## src/logic_tile_pkg.sv

```systemverilog
package logic_tile_pkg;

	localparam int NCELL     = 4;
	localparam int NSLICE    = 2;
	localparam int LUT_DEPTH = 16;
	localparam int ADDR_W    = 4;

	// polarity-inversion bit positions within a slice's control word
	localparam int INV_CLK   = 0;
	localparam int INV_CE    = 1;
	localparam int INV_INIT  = 2;
	localparam int INV_OPP   = 3;
	localparam int INV_W     = 4;

	localparam logic [LUT_DEPTH-1:0] MEM_RST  = 16'h0000;
	localparam logic                 REG_RST  = 1'h0;
	localparam logic                 PREV_RST = 1'h0;

	typedef enum logic [1:0] {
		CELL_LOGIC,
		CELL_RAM,
		CELL_SHIFT
	} cell_mode_t;

	typedef enum logic [1:0] {
		RAM_SEP,
		RAM_16X2,
		RAM_32X1,
		RAM_DUAL
	} ram_cfg_t;

	typedef enum logic [1:0] {
		GEN_IN,
		GEN_AND,
		GEN_ZERO,
		GEN_ONE
	} carry_gen_t;

endpackage : logic_tile_pkg

```

## src/logic_tile.sv

```systemverilog
`timescale 1ns/1ps
module logic_tile
(
	input  wire logic                                    clk_i,             // system clock
	input  wire logic                                    rst_b_i,           // async reset, low
	// configuration
	input  wire logic                                    cfg_load_i,        // load tables, init
	input  wire logic [3:0][15:0]                        cfg_lut_i,         // table contents
	input  wire logic_tile_pkg::cell_mode_t [3:0]        cfg_mode_i,        // per cell mode
	input  wire logic_tile_pkg::ram_cfg_t [1:0]          cfg_ram_i,         // per slice RAM shape
	input  wire logic_tile_pkg::carry_gen_t [3:0]        cfg_gen_i,         // carry generate source
	input  wire logic [3:0]                              cfg_latch_i,       // 1 = latch
	input  wire logic [3:0]                              cfg_byp_i,         // 1 = bypass input
	input  wire logic [3:0]                              cfg_init_i,        // initial state
	input  wire logic [1:0]                              cfg_async_i,       // async forces
	input  wire logic [1:0][3:0]                         cfg_inv_i,         // control inversion
	// cell inputs
	input  wire logic [3:0][3:0]                         lut_addr_i,        // table inputs
	input  wire logic [3:0]                              ram_di_i,          // RAM / shift data
	input  wire logic [3:0]                              byp_i,             // storage bypass data
	// slice controls
	input  wire logic [1:0]                              slice_clk_i,       // slice clock level
	input  wire logic [1:0]                              slice_ce_i,        // clock enable
	input  wire logic [1:0]                              init_force_i,      // force to init
	input  wire logic [1:0]                              opposite_force_i,  // force to ~init
	input  wire logic [1:0]                              ram_we_i,          // RAM write enable
	input  wire logic [1:0]                              ram_a4_i,          // 32x1 address bit 4
	input  wire logic [1:0]                              f5_sel_i,          // five_input_mux select
	input  wire logic                                    f6_sel_i,          // six_input_mux select
	input  wire logic [1:0]                              cin_i,             // carry in from below
	// drivers and feedthroughs
	input  wire logic [1:0]                              buft_d_i,          // driver data
	input  wire logic [1:0]                              buft_en_i,         // driver enable, high
	input  wire logic [3:0]                              thru_i,            // feedthrough in
	// outputs
	output logic [3:0]                                   lut_o,             // table outputs
	output logic [3:0]                                   reg_o,             // storage outputs
	output logic [3:0]                                   sum_o,             // XOR sum outputs
	output logic [3:0]                                   prod_o,            // AND partial product
	output logic [3:0]                                   shift_o,           // last shift stage
	output logic [1:0]                                   cout_o,            // carry out upward
	output logic [1:0]                                   f5_o,              // five_input_mux out
	output logic                                         f6_o,              // six_input_mux out
	output logic [1:0]                                   bus_o,             // driver data to bus
	output logic [1:0]                                   bus_oe_b_o,        // low while driving
	output logic [3:0]                                   thru_o             // feedthrough out
);
	import logic_tile_pkg::*;

	logic [NCELL-1:0][LUT_DEPTH-1:0] mem_q;
	logic [NCELL-1:0]                reg_q;
	logic [NSLICE-1:0]               prev_q;

	logic [NSLICE-1:0]               lvl;
	logic [NSLICE-1:0]               edge_s;
	logic [NSLICE-1:0]               ce_act;
	logic [NSLICE-1:0]               init_act;
	logic [NSLICE-1:0]               opp_act;
	logic [NSLICE-1:0]               force_any;

	logic [NCELL-1:0][ADDR_W-1:0]    raddr;
	logic [NCELL-1:0][ADDR_W-1:0]    waddr;
	logic [NCELL-1:0]                wdata;
	logic [NCELL-1:0]                wen;
	logic [NCELL-1:0]                lut_val;
	logic [NCELL-1:0]                d_val;
	logic [NCELL-1:0]                sel_val;
	logic [NCELL-1:0]                take;
	logic [NCELL-1:0]                carry;

	function automatic logic active(input logic level, input logic inv);
		active = level ^ inv;
	endfunction : active

	function automatic logic lut_read(input logic [LUT_DEPTH-1:0] tbl,
		input logic [ADDR_W-1:0] a);
		lut_read = tbl[a];
	endfunction : lut_read

	// slice control decode, each control invertible and shared by both cells
	always_comb
	begin
		for (int s = 0; s < NSLICE; s++)
		begin
			lvl[s]       = active(slice_clk_i[s], cfg_inv_i[s][INV_CLK]);
			edge_s[s]    = lvl[s] & ~prev_q[s];
			ce_act[s]    = active(slice_ce_i[s], cfg_inv_i[s][INV_CE]);
			init_act[s]  = active(init_force_i[s], cfg_inv_i[s][INV_INIT]);
			opp_act[s]   = active(opposite_force_i[s], cfg_inv_i[s][INV_OPP]);
			force_any[s] = init_act[s] | opp_act[s];
		end
	end

	// previous clock level for active-edge detection
	always_ff @(posedge clk_i or negedge rst_b_i)
	begin
		if (!rst_b_i)
			prev_q <= {NSLICE{PREV_RST}};
		else
			prev_q <= lvl;
	end

	// RAM address and data steering per slice shape
	always_comb
	begin
		int f;
		int g;
		f = 0;
		g = 1;
		for (int s = 0; s < NSLICE; s++)
		begin
			f = 2 * s;
			g = 2 * s + 1;
			waddr[f] = lut_addr_i[f];
			waddr[g] = lut_addr_i[g];
			wdata[f] = ram_di_i[f];
			wdata[g] = ram_di_i[g];
			wen[f]   = ram_we_i[s];
			wen[g]   = ram_we_i[s];
			raddr[f] = lut_addr_i[f];
			raddr[g] = lut_addr_i[g];
			case (cfg_ram_i[s])
				RAM_SEP:
				begin
					wen[f] = ram_we_i[s];
				end
				RAM_16X2:
				begin
					waddr[g] = lut_addr_i[f];
					raddr[g] = lut_addr_i[f];
				end
				RAM_32X1:
				begin
					waddr[g] = lut_addr_i[f];
					raddr[g] = lut_addr_i[f];
					wdata[g] = ram_di_i[f];
					wen[f]   = ram_we_i[s] & ~ram_a4_i[s];
					wen[g]   = ram_we_i[s] & ram_a4_i[s];
				end
				RAM_DUAL:
				begin
					waddr[g] = lut_addr_i[f];
					wdata[g] = ram_di_i[f];
				end
				default:
				begin
					wen[f] = ram_we_i[s];
				end
			endcase
		end
		for (int c = 0; c < NCELL; c++)
		begin
			if (cfg_mode_i[c] != CELL_RAM)
			begin
				raddr[c] = lut_addr_i[c];
				wen[c]   = 1'b0;
			end
		end
	end

	// table contents: configuration load, RAM write, shift
	always_ff @(posedge clk_i or negedge rst_b_i)
	begin
		if (!rst_b_i)
			mem_q <= {NCELL{MEM_RST}};
		else
		begin
			for (int c = 0; c < NCELL; c++)
			begin
				if (cfg_load_i)
					mem_q[c] <= cfg_lut_i[c];
				else if (edge_s[c/2])
				begin
					case (cfg_mode_i[c])
						CELL_RAM:
						begin
							if (wen[c])
								mem_q[c][waddr[c]] <= wdata[c];
						end
						CELL_SHIFT:
						begin
							if (ce_act[c/2])
								mem_q[c] <= {mem_q[c][LUT_DEPTH-2:0], ram_di_i[c]};
						end
						default:
						begin
							mem_q[c] <= mem_q[c];
						end
					endcase
				end
			end
		end
	end

	// table read, storage data select and next-state value
	always_comb
	begin
		for (int c = 0; c < NCELL; c++)
		begin
			lut_val[c] = lut_read(mem_q[c], raddr[c]);
			d_val[c]   = cfg_byp_i[c] ? byp_i[c] : lut_val[c];
			if (init_act[c/2])
				sel_val[c] = cfg_init_i[c];
			else if (opp_act[c/2])
				sel_val[c] = ~cfg_init_i[c];
			else if (ce_act[c/2])
				sel_val[c] = d_val[c];
			else
				sel_val[c] = reg_q[c];
			take[c] = cfg_latch_i[c] ? lvl[c/2] : edge_s[c/2];
			if ((cfg_async_i[c/2] & force_any[c/2]) | (cfg_latch_i[c] & lvl[c/2]))
				reg_o[c] = sel_val[c];
			else
				reg_o[c] = reg_q[c];
		end
	end

	// storage elements
	always_ff @(posedge clk_i or negedge rst_b_i)
	begin
		if (!rst_b_i)
			reg_q <= {NCELL{REG_RST}};
		else
		begin
			for (int c = 0; c < NCELL; c++)
			begin
				if (cfg_load_i)
					reg_q[c] <= cfg_init_i[c];
				else if ((cfg_async_i[c/2] & force_any[c/2]) | take[c])
					reg_q[c] <= sel_val[c];
			end
		end
	end

	// carry chains, one per slice, two bits each
	always_comb
	begin
		logic cin;
		logic gen;
		cin = 1'b0;
		gen = 1'b0;
		for (int c = 0; c < NCELL; c++)
		begin
			cin = (c % 2 == 0) ? cin_i[c/2] : carry[c-1];
			prod_o[c] = lut_addr_i[c][0] & lut_addr_i[c][1];
			case (cfg_gen_i[c])
				GEN_IN:   gen = lut_addr_i[c][0];
				GEN_AND:  gen = prod_o[c];
				GEN_ZERO: gen = 1'b0;
				GEN_ONE:  gen = 1'b1;
				default:  gen = 1'b0;
			endcase
			carry[c] = lut_val[c] ? cin : gen;
			sum_o[c] = lut_val[c] ^ cin;
		end
		cout_o = {carry[3], carry[1]};
	end

	// wide-function multiplexers
	always_comb
	begin
		for (int s = 0; s < NSLICE; s++)
		begin
			if (cfg_mode_i[2*s] == CELL_RAM && cfg_ram_i[s] == RAM_32X1)
				f5_o[s] = ram_a4_i[s] ? lut_val[2*s+1] : lut_val[2*s];
			else
				f5_o[s] = f5_sel_i[s] ? lut_val[2*s+1] : lut_val[2*s];
		end
		f6_o = f6_sel_i ? f5_o[1] : f5_o[0];
	end

	always_comb
	begin
		for (int c = 0; c < NCELL; c++)
			shift_o[c] = mem_q[c][LUT_DEPTH-1];
	end

	assign lut_o      = lut_val;
	assign bus_o      = buft_d_i;
	assign bus_oe_b_o = ~buft_en_i;
	assign thru_o     = thru_i;

endmodule : logic_tile

```

## config.mk

```make
export PLATFORM = sky130hd
export DESIGN_NAME = logic_tile
export DESIGN_NICKNAME = d
export VERILOG_FILES = /design/src/logic_tile_pkg.sv /design/src/logic_tile.sv
export SDC_FILE = /design/constraint.sdc
export NUM_CORES = 1
export LEC_CHECK = 0
export BUFFER_PORTS_ARGS = -buffer_cell sky130_fd_sc_hd__buf_2
export CORE_ASPECT_RATIO = 0.7
export CORE_UTILIZATION = 48
export DETAILED_ROUTE_END_ITERATION = 10
export PLACE_DENSITY = 0.89
export SLEW_MARGIN = 20
export SYNTH_ARGS = -nofsm -noshare
export SYNTH_HDL_FRONTEND = slang
export SYNTH_SLANG_ARGS = --single-unit
```

## constraint.sdc

```tcl
create_clock -name clk_i -period 2.35 [get_ports clk_i]
set_input_delay 0.1175 -clock clk_i [delete_from_list [all_inputs] [get_ports clk_i]]
set_output_delay 0.1175 -clock clk_i [all_outputs]
set_load 0.01 [all_outputs]
```

==> out/qor.txt, run 1 <==
Status - finished with violations
Failing checks - negative setup slack
Adder-Cell Fraction of Synth Area - 1.140%
WS Path Type - flip-flop to output pin
Fin crit share - 115.3%
Initial antenna violation count - 0
Tightest Hold Check Type - input port to flip-flop
CP max-delay cell - mux4_2
Die Ht - 100.0 um
Measured slew at the worst slew-check pin - 1.036 ns
Final-report max-slew violation count - 0
Pwr Density - 611.6 nW/um2
CP Max Fanout - 2
CTS tree - yes
Core box area - 13270 um2
Mux cell area share after synthesis - 21.01%
Simple-Gate Fraction of Synth Area - 17.55%
RSZ-0062 raised after global routing - yes
Syn Nets - 1000
Complex-gate fraction of the synthesized area - 25.81%
Post-route cell area - 8618 um2
Detailed-route DRC error count - 0
Switching Fraction - 34.48%
Final Hold Viols - 0
Max Buffers Root-to-Sink - 2
Num Clock Sinks - 70
Pint - 3.454 mW
Post-DRT Antenna Nets - 0
H-tree level count - 3
Max-cap violations - 0
Clk Latency, worst-skew pair - 0.32 ns
CP required - 2.23 ns
Post-synth top cells - nand2_1 (160), a21oi_1 (83), dfrtp_1 (70)
Largest family of logic cells by synthesized area - compound AO/OA/AOI/OAI gates
GRT Util Overall - 31.18%
Setup_tns - -2.555 ns
Sequential power share - 32.2%
Largest area contributor in the netlist - dfrtp_1
Crit. End Element - output pin
Buffers added on ports - 178
NetSw - 1.818 mW
Vias - 7336
CTS root buffer - clkbuf_16
Post-DP HPWL - 16600 um
Share of the synthesized area in the top cell type - 26.59%
Part of the power in combinational logic - 41.5%
Post-Syn Area - 6588 um2
Full die area - 14200 um2
Fin crit period - 2.711 ns
Slew HR - 30.68%
Vias/cell - 5.930
Layout net count - 1211
Synth warnings - 0
Max rail drop VDD - 380.2 uV
Area growth, synth to finish - 30.83%
Die Wd - 142.0 um
Clk pwr share - 26.3%
Vias in the first global route - 6739
DRT Wirelength - 22310 um
Clock skew - 0.007148 ns
# IOs - 191
Post-synth ARST share - 100.0%
Post-Syn Instances - 836
Seq/Total Area, Yosys - 26.59%
Post-synth top flop - dfrtp_1
Main area contributors after synthesis - dfrtp_1 (27%), mux2_2 (10%), nand2_1 (9.1%)
Cell Chain, Critical Path - mux4_2, mux4_2, mux2i_2, nand2_1, o211ai_1, o21ai_1, mux2i_1, o21ai_1, buf_2
Xor/xnor share of the synthesized area - 2.108%
Worst setup margin - -0.3606 ns
Static leakage - 3.883 nW
Total global routing overflow - 0
Finish-stage setup viols - 13
Starting density of the core - 49.65%
Count leader, synth - nand2_1
N_diodes - 0
Layout cells sized above 1 - 36.22%
First DRT Iteration DRCs - 781
Placed Area - 8021 um2
Drt wl/cell - 18.03 um
Clk slew on worst S/H paths - 0.06 ns
Post-synth cell types - 55
RD Place Congestion - 0.9676
CP peak stage delay - 0.55 ns
Startpoint types - flip-flop
Worst Path Arrival - 2.59 ns
First-pass DRT Iterations - 6
Largest net degree at the start of global routing - 44
CTS buffer count - 9
Row count - 35
Seq cells post-synth - 70
Mean Syn Cell Area - 7.880 um2
EDFF count, synth - 0
Fmax - 368.9 MHz
First-pass GRT wire length - 34730 um
==> state kept, by name, summed over array words and instances, names as in the netlist <==
| name | count |
|---|---|
| prev_q | 2 |
| mem_q | 60 |
| shift_o | 4 |
| reg_q | 4 |
==> critical path: cells and delay by family (launching register included) <==
family	cells	cell delay, ns
AOI/OAI and AO/OA	3	0.27
buffers and inverters	1	0.14
DFF	1	0.38
muxes	4	1.39
and+or+nand+nor	1	0.08
==> logic make-up after synthesis <==
kind of cell | after synthesis
buf+inv | 89
fa+ha+maj | 6
simple gates | 262
flops | 70
xor+xnor | 15
compound gates | 281
mux | 113
==> stage by stage <==
step / hold slack [ns] / total power [mW] / util (%) / cells / worst slack [ns]
6_report: 0.02777 / 5.271 / 64.95 / 1237 / -0.3606
4_1_cts: 0.01660 / 5.179 / 63.88 / 1234 / -0.3482
3_3_place_gp: 0.03598 / 3.605 / 60.45 / 1206 / -0.1469
3_5_place_dp: 0.04170 / 3.661 / 60.45 / 1206 / -0.1988
2_1_floorplan: -0.1781 / 2.844 / - / 836 / -0.02813
5_1_grt: 0.02496 / 5.557 / 64.95 / 1237 / -0.4618
==> timing repair <==
action,CTS,global route
hold buffers,1,0
pin swaps,9,11
buffers inserted,11,3
endpoints found under the hold margin,11,0
gates resized for setup,15,19
endpoints found under the setup margin,12,15
==> layout by cell type, fill, tap and decap left out, types with 6 or more instances in the layout <==
| cell type | synthesis | final |
|---|---|---|
| buf_2 | 2 | 174 |
| nand2_1 | 160 | 160 |
| a21oi_1 | 83 | 78 |
| buf_4 | 10 | 78 |
| dfrtp_1 | 70 | 70 |
| a22oi_1 | 64 | 64 |
| o21ai_1 | 60 | 61 |
| mux2_2 | 60 | 56 |
| nor2_1 | 30 | 29 |
| o21ai_0 | 27 | 26 |
| inv_1 | 21 | 19 |
| mux2i_1 | 24 | 19 |
| nor2b_1 | 17 | 17 |
| nor3_1 | 14 | 14 |
| mux2_1 | 15 | 13 |
| mux4_2 | 12 | 12 |
| and2_1 | 11 | 11 |
| nand2b_1 | 10 | 10 |
| buf_6 | 1 | 10 |
| clkbuf_16 | 0 | 9 |
| nand3b_1 | 7 | 7 |
| a211oi_1 | 7 | 7 |
| o211ai_1 | 7 | 7 |
| xor2_1 | 8 | 7 |
| mux2_4 | 1 | 7 |
| nand3_1 | 6 | 6 |
| xnor2_1 | 6 | 6 |
| o22ai_1 | 6 | 6 |
==> layer usage <==
layer	vias up	part of all wire, %	track usage, %
met1	3428	45	46.41
met5	-	0	0
li1	3433	-	-
met3	37	11	7.252
met2	438	44	45.93
met4	0	1.2	6.203
==> final cells by class <==
type,count,area (um2)
clock buffer,11,242.7
multi-input combinational,677,4597
sequential,70,1752
fill,1132,4651
tap,185,231.5
timing repair buffer,267,1654
inverter,22,82.58
clock inverter,5,58.81
==> power by group through the flow <==
stage | clock network (mW) | registers, mW | logic [mW]
2_1_floorplan | 0 | 1.64 | 1.21
3_3_place_gp | 0 | 1.70 | 1.91
3_5_place_dp | 0 | 1.70 | 1.96
4_1_cts | 1.41 | 1.68 | 2.08
5_1_grt | 1.48 | 1.72 | 2.36
6_report | 1.38 | 1.70 | 2.19
==> final timing paths <==
path	slack (ns)	cells past startpoint	start	to
worst max-delay path	-0.36	9	shift_o[2]	reg_o[2]
worst min-delay path	0.03	2	slice_clk_i[1]	prev_q[1]
worst max register to register	-0.14	8	shift_o[0]	reg_q[0]
worst min register to register	0.53	1	mem_q[29]	mem_q[29]
max in group asynchronous	1.45	3	rst_b_i	mem_q[16]
min in group asynchronous	0.22	2	rst_b_i	mem_q[41]
(Power assumes the default switching activity.)
==> run 2: changes to the inputs <==
- RECOVER_POWER: unset -> 25
==> run 2 against run 1 <==
Effect of this change:
- the run still ends with negative setup slack left
- sequential cell count unchanged
- die area did not move
- cell area shrank 0.23%
- combinational power about the same
- non-clock buffer count unchanged
- utilization down 0.15 points
- sequential power about the same
- global-route usage did not move
- critical path depth stayed put
- clock skew is essentially flat
- cell count is the same
- count of clock-buffer cells in the layout unchanged
- largest cell class unchanged
- largest power group unchanged
- highest routed layer unchanged
==> out/qor.txt, run 2 (synthesized netlist as in run 1, its figures left out) <==
Post-DRT Antenna Nets - 0 (unchanged)
Fin crit share - 115.4% (was 115.3%)
R2r setup slk - -0.13 ns (was -0.14 ns)
Clk Latency, worst-skew pair - 0.33 ns (was 0.32 ns)
Full die area - 14200 um2 (unchanged)
First DRT Iteration DRCs - 758 (was 781)
GRT Util Overall - 31.18% (unchanged)
Row count - 35 (unchanged)
RR Endpoint - reg_q[0] (unchanged)
Fin crit period - 2.713 ns (was 2.711 ns)
Placed Cells - 1206 (unchanged)
CP Max Fanout - 3 (was 2)
Hold Path Stages - 2 (unchanged)
Failing checks - negative setup slack (unchanged)
Die Wd - 142.0 um (unchanged)
First-pass GRT wire length - 34730 um (unchanged)
Slew HR - 28.49% (was 30.68%)
Clock skew - 0.007429 ns (was 0.007148 ns)
Hold Path End - prev_q[1] (unchanged)
Final Util - 64.80% (was 64.95%)
Clk slew on worst S/H paths - 0.06 ns (about the same)
Crit. End Element - output pin (unchanged)
Final Hold Viols - 0 (unchanged)
Vias in the first global route - 6739 (unchanged)
Max rail drop VDD - 380.1 uV (was 380.2 uV)
Drt wl/cell - 18.07 um (was 18.03 um)
# IOs - 191 (unchanged)
Starting density of the core - 49.65% (unchanged)
CTS tree - yes (unchanged)
Finish-stage setup viols - 13 (unchanged)
Dpl ws - -0.1988 ns (unchanged)
H-tree level count - 3 (unchanged)
Die Ht - 100.0 um (unchanged)
Detailed-route DRC error count - 0 (unchanged)
First-pass DRT Iterations - 5 (was 6)
Pwr Density - 612.5 nW/um2 (was 611.6 nW/um2)
N_diodes - 0 (unchanged)
Hold slack - 0.02764 ns (was 0.02777 ns)
Max reg flops - 60 (unchanged)
Measured slew at the worst slew-check pin - 1.069 ns (was 1.036 ns)
Min-delay src - slice_clk_i[1] (unchanged)
Max Buffers Root-to-Sink - 2 (unchanged)
Most common cell after layout, fill and taps aside - buf_2 (unchanged)
Vias/cell - 5.895 (was 5.930)
Initial antenna violation count - 0 (unchanged)
Worst setup margin - -0.3626 ns (was -0.3606 ns)
Startpoint types - flip-flop (unchanged)
DRT Wirelength - 22350 um (was 22310 um)
Tightest Hold Check Type - input port to flip-flop (unchanged)
Most frequent cells in the layout - buf_2 (170), nand2_1 (160), a21oi_1 (78), buf_4 (78), dfrtp_1 (70) (was buf_2 (174), nand2_1 (160), a21oi_1 (78), buf_4 (78), dfrtp_1 (70))
WS Path Type - flip-flop to output pin (unchanged)
RSZ-0062 raised after global routing - yes (unchanged)
Area growth, synth to finish - 30.52% (was 30.83%)
RD Place Congestion - 0.9676 (unchanged)
Num Clock Sinks - 70 (unchanged)
Buffers added on ports - 178 (unchanged)
Layout cells sized above 1 - 35.84% (was 36.22%)
RR Startpoint - shift_o[0] (unchanged)
Non-filler cells, final - 1237 (unchanged)
Static leakage - 3.866 nW (was 3.883 nW)
Total global routing overflow - 0 (unchanged)
CP required - 2.23 ns (about the same)
Fmax - 368.7 MHz (was 368.9 MHz)
Layout net count - 1211 (unchanged)
Post-DP HPWL - 16600 um (unchanged)
Most flops, register - mem_q (unchanged)
CTS root buffer - clkbuf_16 (unchanged)
R2R cell count - 8 (unchanged)
CTS buffer count - 9 (unchanged)
Worst Path Arrival - 2.60 ns (was 2.59 ns)
Final-report max-slew violation count - 0 (unchanged)
Max-cap violations - 0 (unchanged)
Largest net degree at the start of global routing - 44 (unchanged)
Status - finished with violations (unchanged)
Vias - 7292 (was 7336)
Core box area - 13270 um2 (unchanged)
[run 2: cell count changes in the layout (fill, tap and decap cells not counted)]
cell      change
and2_0        +1
buf_2         -4
buf_12        -1
clkbuf_1      +4
and2_1        -1
clkbuf_2      +1
[run 2: report_power, final]
group          total, mW  switching, mW  internal, mW
Sequential          1.70          0.223          1.47
Clock               1.38          0.533         0.851
Combinational       2.19           1.06          1.12
[run 2: critical path, stage by stage, from the launching register on]
cell and delay (ns):
dfrtp_1 0.39, mux4_2 0.48, mux4_2 0.53, mux2i_2 0.23, nand2_1 0.08, o211ai_1 0.08, o21ai_1 0.11, mux2i_1 0.14
o21ai_1 0.09, buf_2 0.14
[run 2: how the worst max path moves through the flow]
stage	from	to	slack [ns]	cells past startpoint
CTS	mem_q[39]	reg_o[2]	-0.35	9
global route	mem_q[39]	reg_o[2]	-0.46	9
detailed placement	cfg_ram_i[3]	f6_o	-0.20	12
finish	mem_q[38]	reg_o[2]	-0.36	9
global placement	cfg_ram_i[3]	f6_o	-0.15	13
floorplan	shift_o[0]	reg_q[0]	-0.03	8
[run 2: metrics by stage]
| step | instance area (um2) | TNS (ns) | power (mW) |
|---|---|---|---|
| finish | 8598 | -2.565 | 5.266 |
| global route | 8598 | -3.580 | 5.552 |
| CTS | 8476 | -2.637 | 5.179 |
| detailed placement | 8021 | -0.7323 | 3.661 |
| global placement | 8021 | -0.3687 | 3.605 |
| floorplan | 6621 | -0.05153 | 2.844 |
[run 2: timing repair]
item / in CTS / in global routing
pin swaps: 9 / 11
endpoints found under the hold margin: 11 / 0
gates resized for setup: 15 / 19
buffers inserted: 11 / 3
setup endpoints to repair: 12 / 15
hold buffers: 1 / 0
[run 2: routing by layer]
layer,global-route usage [%],share of wire (%),vias to the layer above
li1,-,-,3432
met1,46.41,45,3382
met2,45.93,44,446
met3,7.252,9.9,32
met4,6.203,1.0,0
met5,0,0,-
[run 2: area by class of cell]
cell class | count | area (um2)
Clock inverter | 5 | 58.81
Tap cell | 185 | 231.5
Multi-Input combinational cell | 677 | 4597
Fill cell | 1136 | 4671
Inverter | 22 | 82.58
Timing Repair Buffer | 267 | 1634
Clock buffer | 11 | 242.7
Sequential cell | 70 | 1752
==> run 3: changes to the inputs <==
- CELL_PAD_IN_SITES_DETAIL_PLACEMENT: unset -> 1
- CELL_PAD_IN_SITES_GLOBAL_PLACEMENT: unset -> 2
- CORE_UTILIZATION: 48 -> 27
==> run 3 against run 2 <==
Effect of this change:
- global-route usage down 9.7 points
- register-to-register slack got worse by 0.07 ns
- cell count grew 12%
- cell area rose by 4.4%
- non-clock buffer count increased by 15
- clock power increased by 11%
- the flow finishes with violations (max-capacitance violations, max-slew violations, negative setup slack)
- sequential power is essentially flat
- highest routed layer is now met5
- via count up 1.8%
- critical path depth fell by 2
- worst setup slack worse by 0.12 ns
==> out/qor.txt, run 3 (synthesized netlist as in run 1, its figures left out) <==
Status - finished with violations (unchanged)
Failing checks - max-capacitance violations, max-slew violations, negative setup slack (was negative setup slack)
Clk Latency, worst-skew pair - 0.34 ns (was 0.33 ns)
N_diodes - 0 (unchanged)
Placed Cells - 1350 (was 1206)
RSZ-0062 raised after global routing - yes (unchanged)
Post-DRT Antenna Nets - 0 (unchanged)
Vias in the first global route - 7525 (was 6739)
Full die area - 25040 um2 (was 14200 um2)
Placed Area - 8270 um2 (was 8021 um2)
Max reg flops - 60 (unchanged)
Detailed-route DRC error count - 0 (unchanged)
Total global routing overflow - 0 (unchanged)
Max rail drop VDD - 286.6 uV (was 380.1 uV)
WS Path Type - flip-flop to output pin (unchanged)
R2R cell count - 9 (was 8)
Layout net count - 1226 (was 1211)
Measured slew at the worst slew-check pin - 1.857 ns (was 1.069 ns)
CP peak stage delay - 0.52 ns (was 0.53 ns)
Clock skew - 0.008172 ns (was 0.007429 ns)
Register area - 1752 um2 (unchanged)
DRT Wirelength - 27490 um (was 22350 um)
Slew HR - -23.82% (was 28.49%)
Dpl ws - -0.2963 ns (was -0.1988 ns)
Most frequent cells in the layout - buf_2 (166), nand2_1 (160), buf_4 (88) (was buf_2 (170), nand2_1 (160), a21oi_1 (78), buf_4 (78), dfrtp_1 (70))
CTS buffer count - 9 (unchanged)
Finish-stage setup viols - 15 (was 13)
Fmax - 352.6 MHz (was 368.7 MHz)
Die Wd - 188.7 um (was 142.0 um)
Post-route cell area - 8977 um2 (was 8598 um2)
Post-DP HPWL - 21110 um (was 16600 um)
Vias/cell - 5.361 (was 5.895)
Die Ht - 132.7 um (was 100.0 um)
RD Place Congestion - 0.9554 (was 0.9676)
Worst Path Arrival - 2.72 ns (was 2.60 ns)
Max-cap violations - 1 (was 0)
Drt wl/cell - 19.85 um (was 18.07 um)
Startpoint types - flip-flop (unchanged)
Tightest Hold Check Type - input port to flip-flop (unchanged)
CP required - 2.23 ns (about the same)
GRT Util Overall - 21.46% (was 31.18%)
Crit path capture - f6_o (was reg_o[2])
Fin crit share - 120.7% (was 115.4%)
Crit path from - shift_o[0] (was mem_q[38])
Initial antenna violation count - 1 (was 0)
Area growth, synth to finish - 36.28% (was 30.52%)
Starting density of the core - 27.66% (was 49.65%)
CP max-delay cell - mux4_2 (unchanged)
CP Max Fanout - 3 (unchanged)
Pwr Density - 621.9 nW/um2 (was 612.5 nW/um2)
Clk slew on worst S/H paths - 0.07 ns (was 0.06 ns)
Final-report max-slew violation count - 28 (was 0)
First-pass DRT Iterations - 5 (unchanged)
First DRT Iteration DRCs - 600 (was 758)
Largest net degree at the start of global routing - 42 (was 44)
Non-filler cells, final - 1385 (was 1237)
Fin crit period - 2.836 ns (was 2.713 ns)
Static leakage - 3.965 nW (was 3.866 nW)
Vias - 7425 (was 7292)
CTS root buffer - clkbuf_16 (unchanged)
Max Buffers Root-to-Sink - 2 (unchanged)
Buffers added on ports - 178 (unchanged)
Row count - 47 (was 35)
Most common cell after layout, fill and taps aside - buf_2 (unchanged)
# IOs - 191 (unchanged)
H-tree level count - 3 (unchanged)
Num Clock Sinks - 70 (unchanged)
Cell Chain, Critical Path - mux4_2, mux4_2, buf_4, buf_6, mux2_4, mux2_4, buf_6 (was mux4_2, mux4_2, mux2i_2, nand2_1, o211ai_1, o21ai_1, mux2i_1, o21ai_1, buf_2)
Pwr Total - 5.583 mW (was 5.266 mW)
Multi-input gate area - 4641 um2 (was 4597 um2)
Worst setup margin - -0.4861 ns (was -0.3626 ns)
CTS tree - yes (unchanged)
Most flops, register - mem_q (unchanged)
Setup_tns - -4.229 ns (was -2.565 ns)
R2r setup slk - -0.20 ns (was -0.13 ns)
RR Endpoint - reg_q[0] (unchanged)
Final Hold Viols - 0 (unchanged)
Fill cells - 2936 (was 1136)
Core box area - 23820 um2 (was 13270 um2)
Layout cells sized above 1 - 36.83% (was 35.84%)
Crit. End Element - output pin (unchanged)
RR Startpoint - shift_o[0] (unchanged)
First-pass GRT wire length - 42590 um (was 34730 um)
run 3: cell count changes in the layout (fill, tap and decap cells not counted), moves of 2 or more:
cell / previous run / this run
buf_6: 10 / 18
clkbuf_1: 5 / 7
buf_4: 78 / 88
nor2_1: 29 / 27
inv_6: 0 / 2
buf_2: 170 / 166
nor2_2: 1 / 3
run 3: critical path: cells and delay by family, from the launching register on:
kind                   cells  cell delay (ns)
multiplexers               4             1.59
flip-flops                 1             0.40
buffers and inverters      3             0.40
run 3: power by group:
| group | leakage, nW | switching, mW | internal [mW] |
|---|---|---|---|
| sequential | 0.883 | 0.234 | 1.47 |
| clock | 0.154 | 0.584 | 0.941 |
| combinational | 2.93 | 1.14 | 1.21 |
| total | 3.96 | 1.96 | 3.63 |
run 3: area by class of cell:
| type | count | area share (%) |
|---|---|---|
| Clock buffer | 10 | 2.551 |
| Clock inverter | 6 | 1.045 |
| Inverter | 22 | 0.9199 |
| Multi-Input combinational cell | 677 | 51.69 |
| Sequential cell | 70 | 19.51 |
| Tap cell | 318 | 4.432 |
| Timing Repair Buffer | 282 | 19.85 |
run 3: worst min-delay path by stage:
| stage | startpoint | endpoint | cells after the start |
|---|---|---|---|
| final | slice_clk_i[0] | prev_q[0] | 2 |
| after global routing | slice_clk_i[0] | prev_q[0] | 2 |
| after CTS | slice_clk_i[0] | prev_q[0] | 2 |
| after floorplan | rst_b_i | mem_q[0] | 0 |
| after global placement | rst_b_i | mem_q[45] | 1 |
| after detailed placement | rst_b_i | shift_o[2] | 1 |
run 3: stage by stage:
stage / hold slack [ns] / util, %
after global placement: 0.2209 / 34.73
final: 0.05565 / 37.69
after detailed placement: 0.2350 / 34.73
after global routing: 0.03638 / 37.69
after CTS: 0.02603 / 36.90
after floorplan: -0.1781 / -
run 3: repair_timing:
item,CTS,global route
gates cloned,0,0
resized for setup,26,21
setup buffers,7,12
pin swaps,14,3
endpoints found under the hold margin,26,0
hold buffers,1,0
setup endpoints to repair,14,18
run 3: per-layer routing:
layer | up-vias | global-route usage, % | wire, um
met5 | - | 0 | 13
met4 | 2 | 3.450 | 283
met3 | 20 | 3.952 | 1635
met2 | 238 | 31.56 | 11730
met1 | 3689 | 32.62 | 13830
li1 | 3476 | - | -
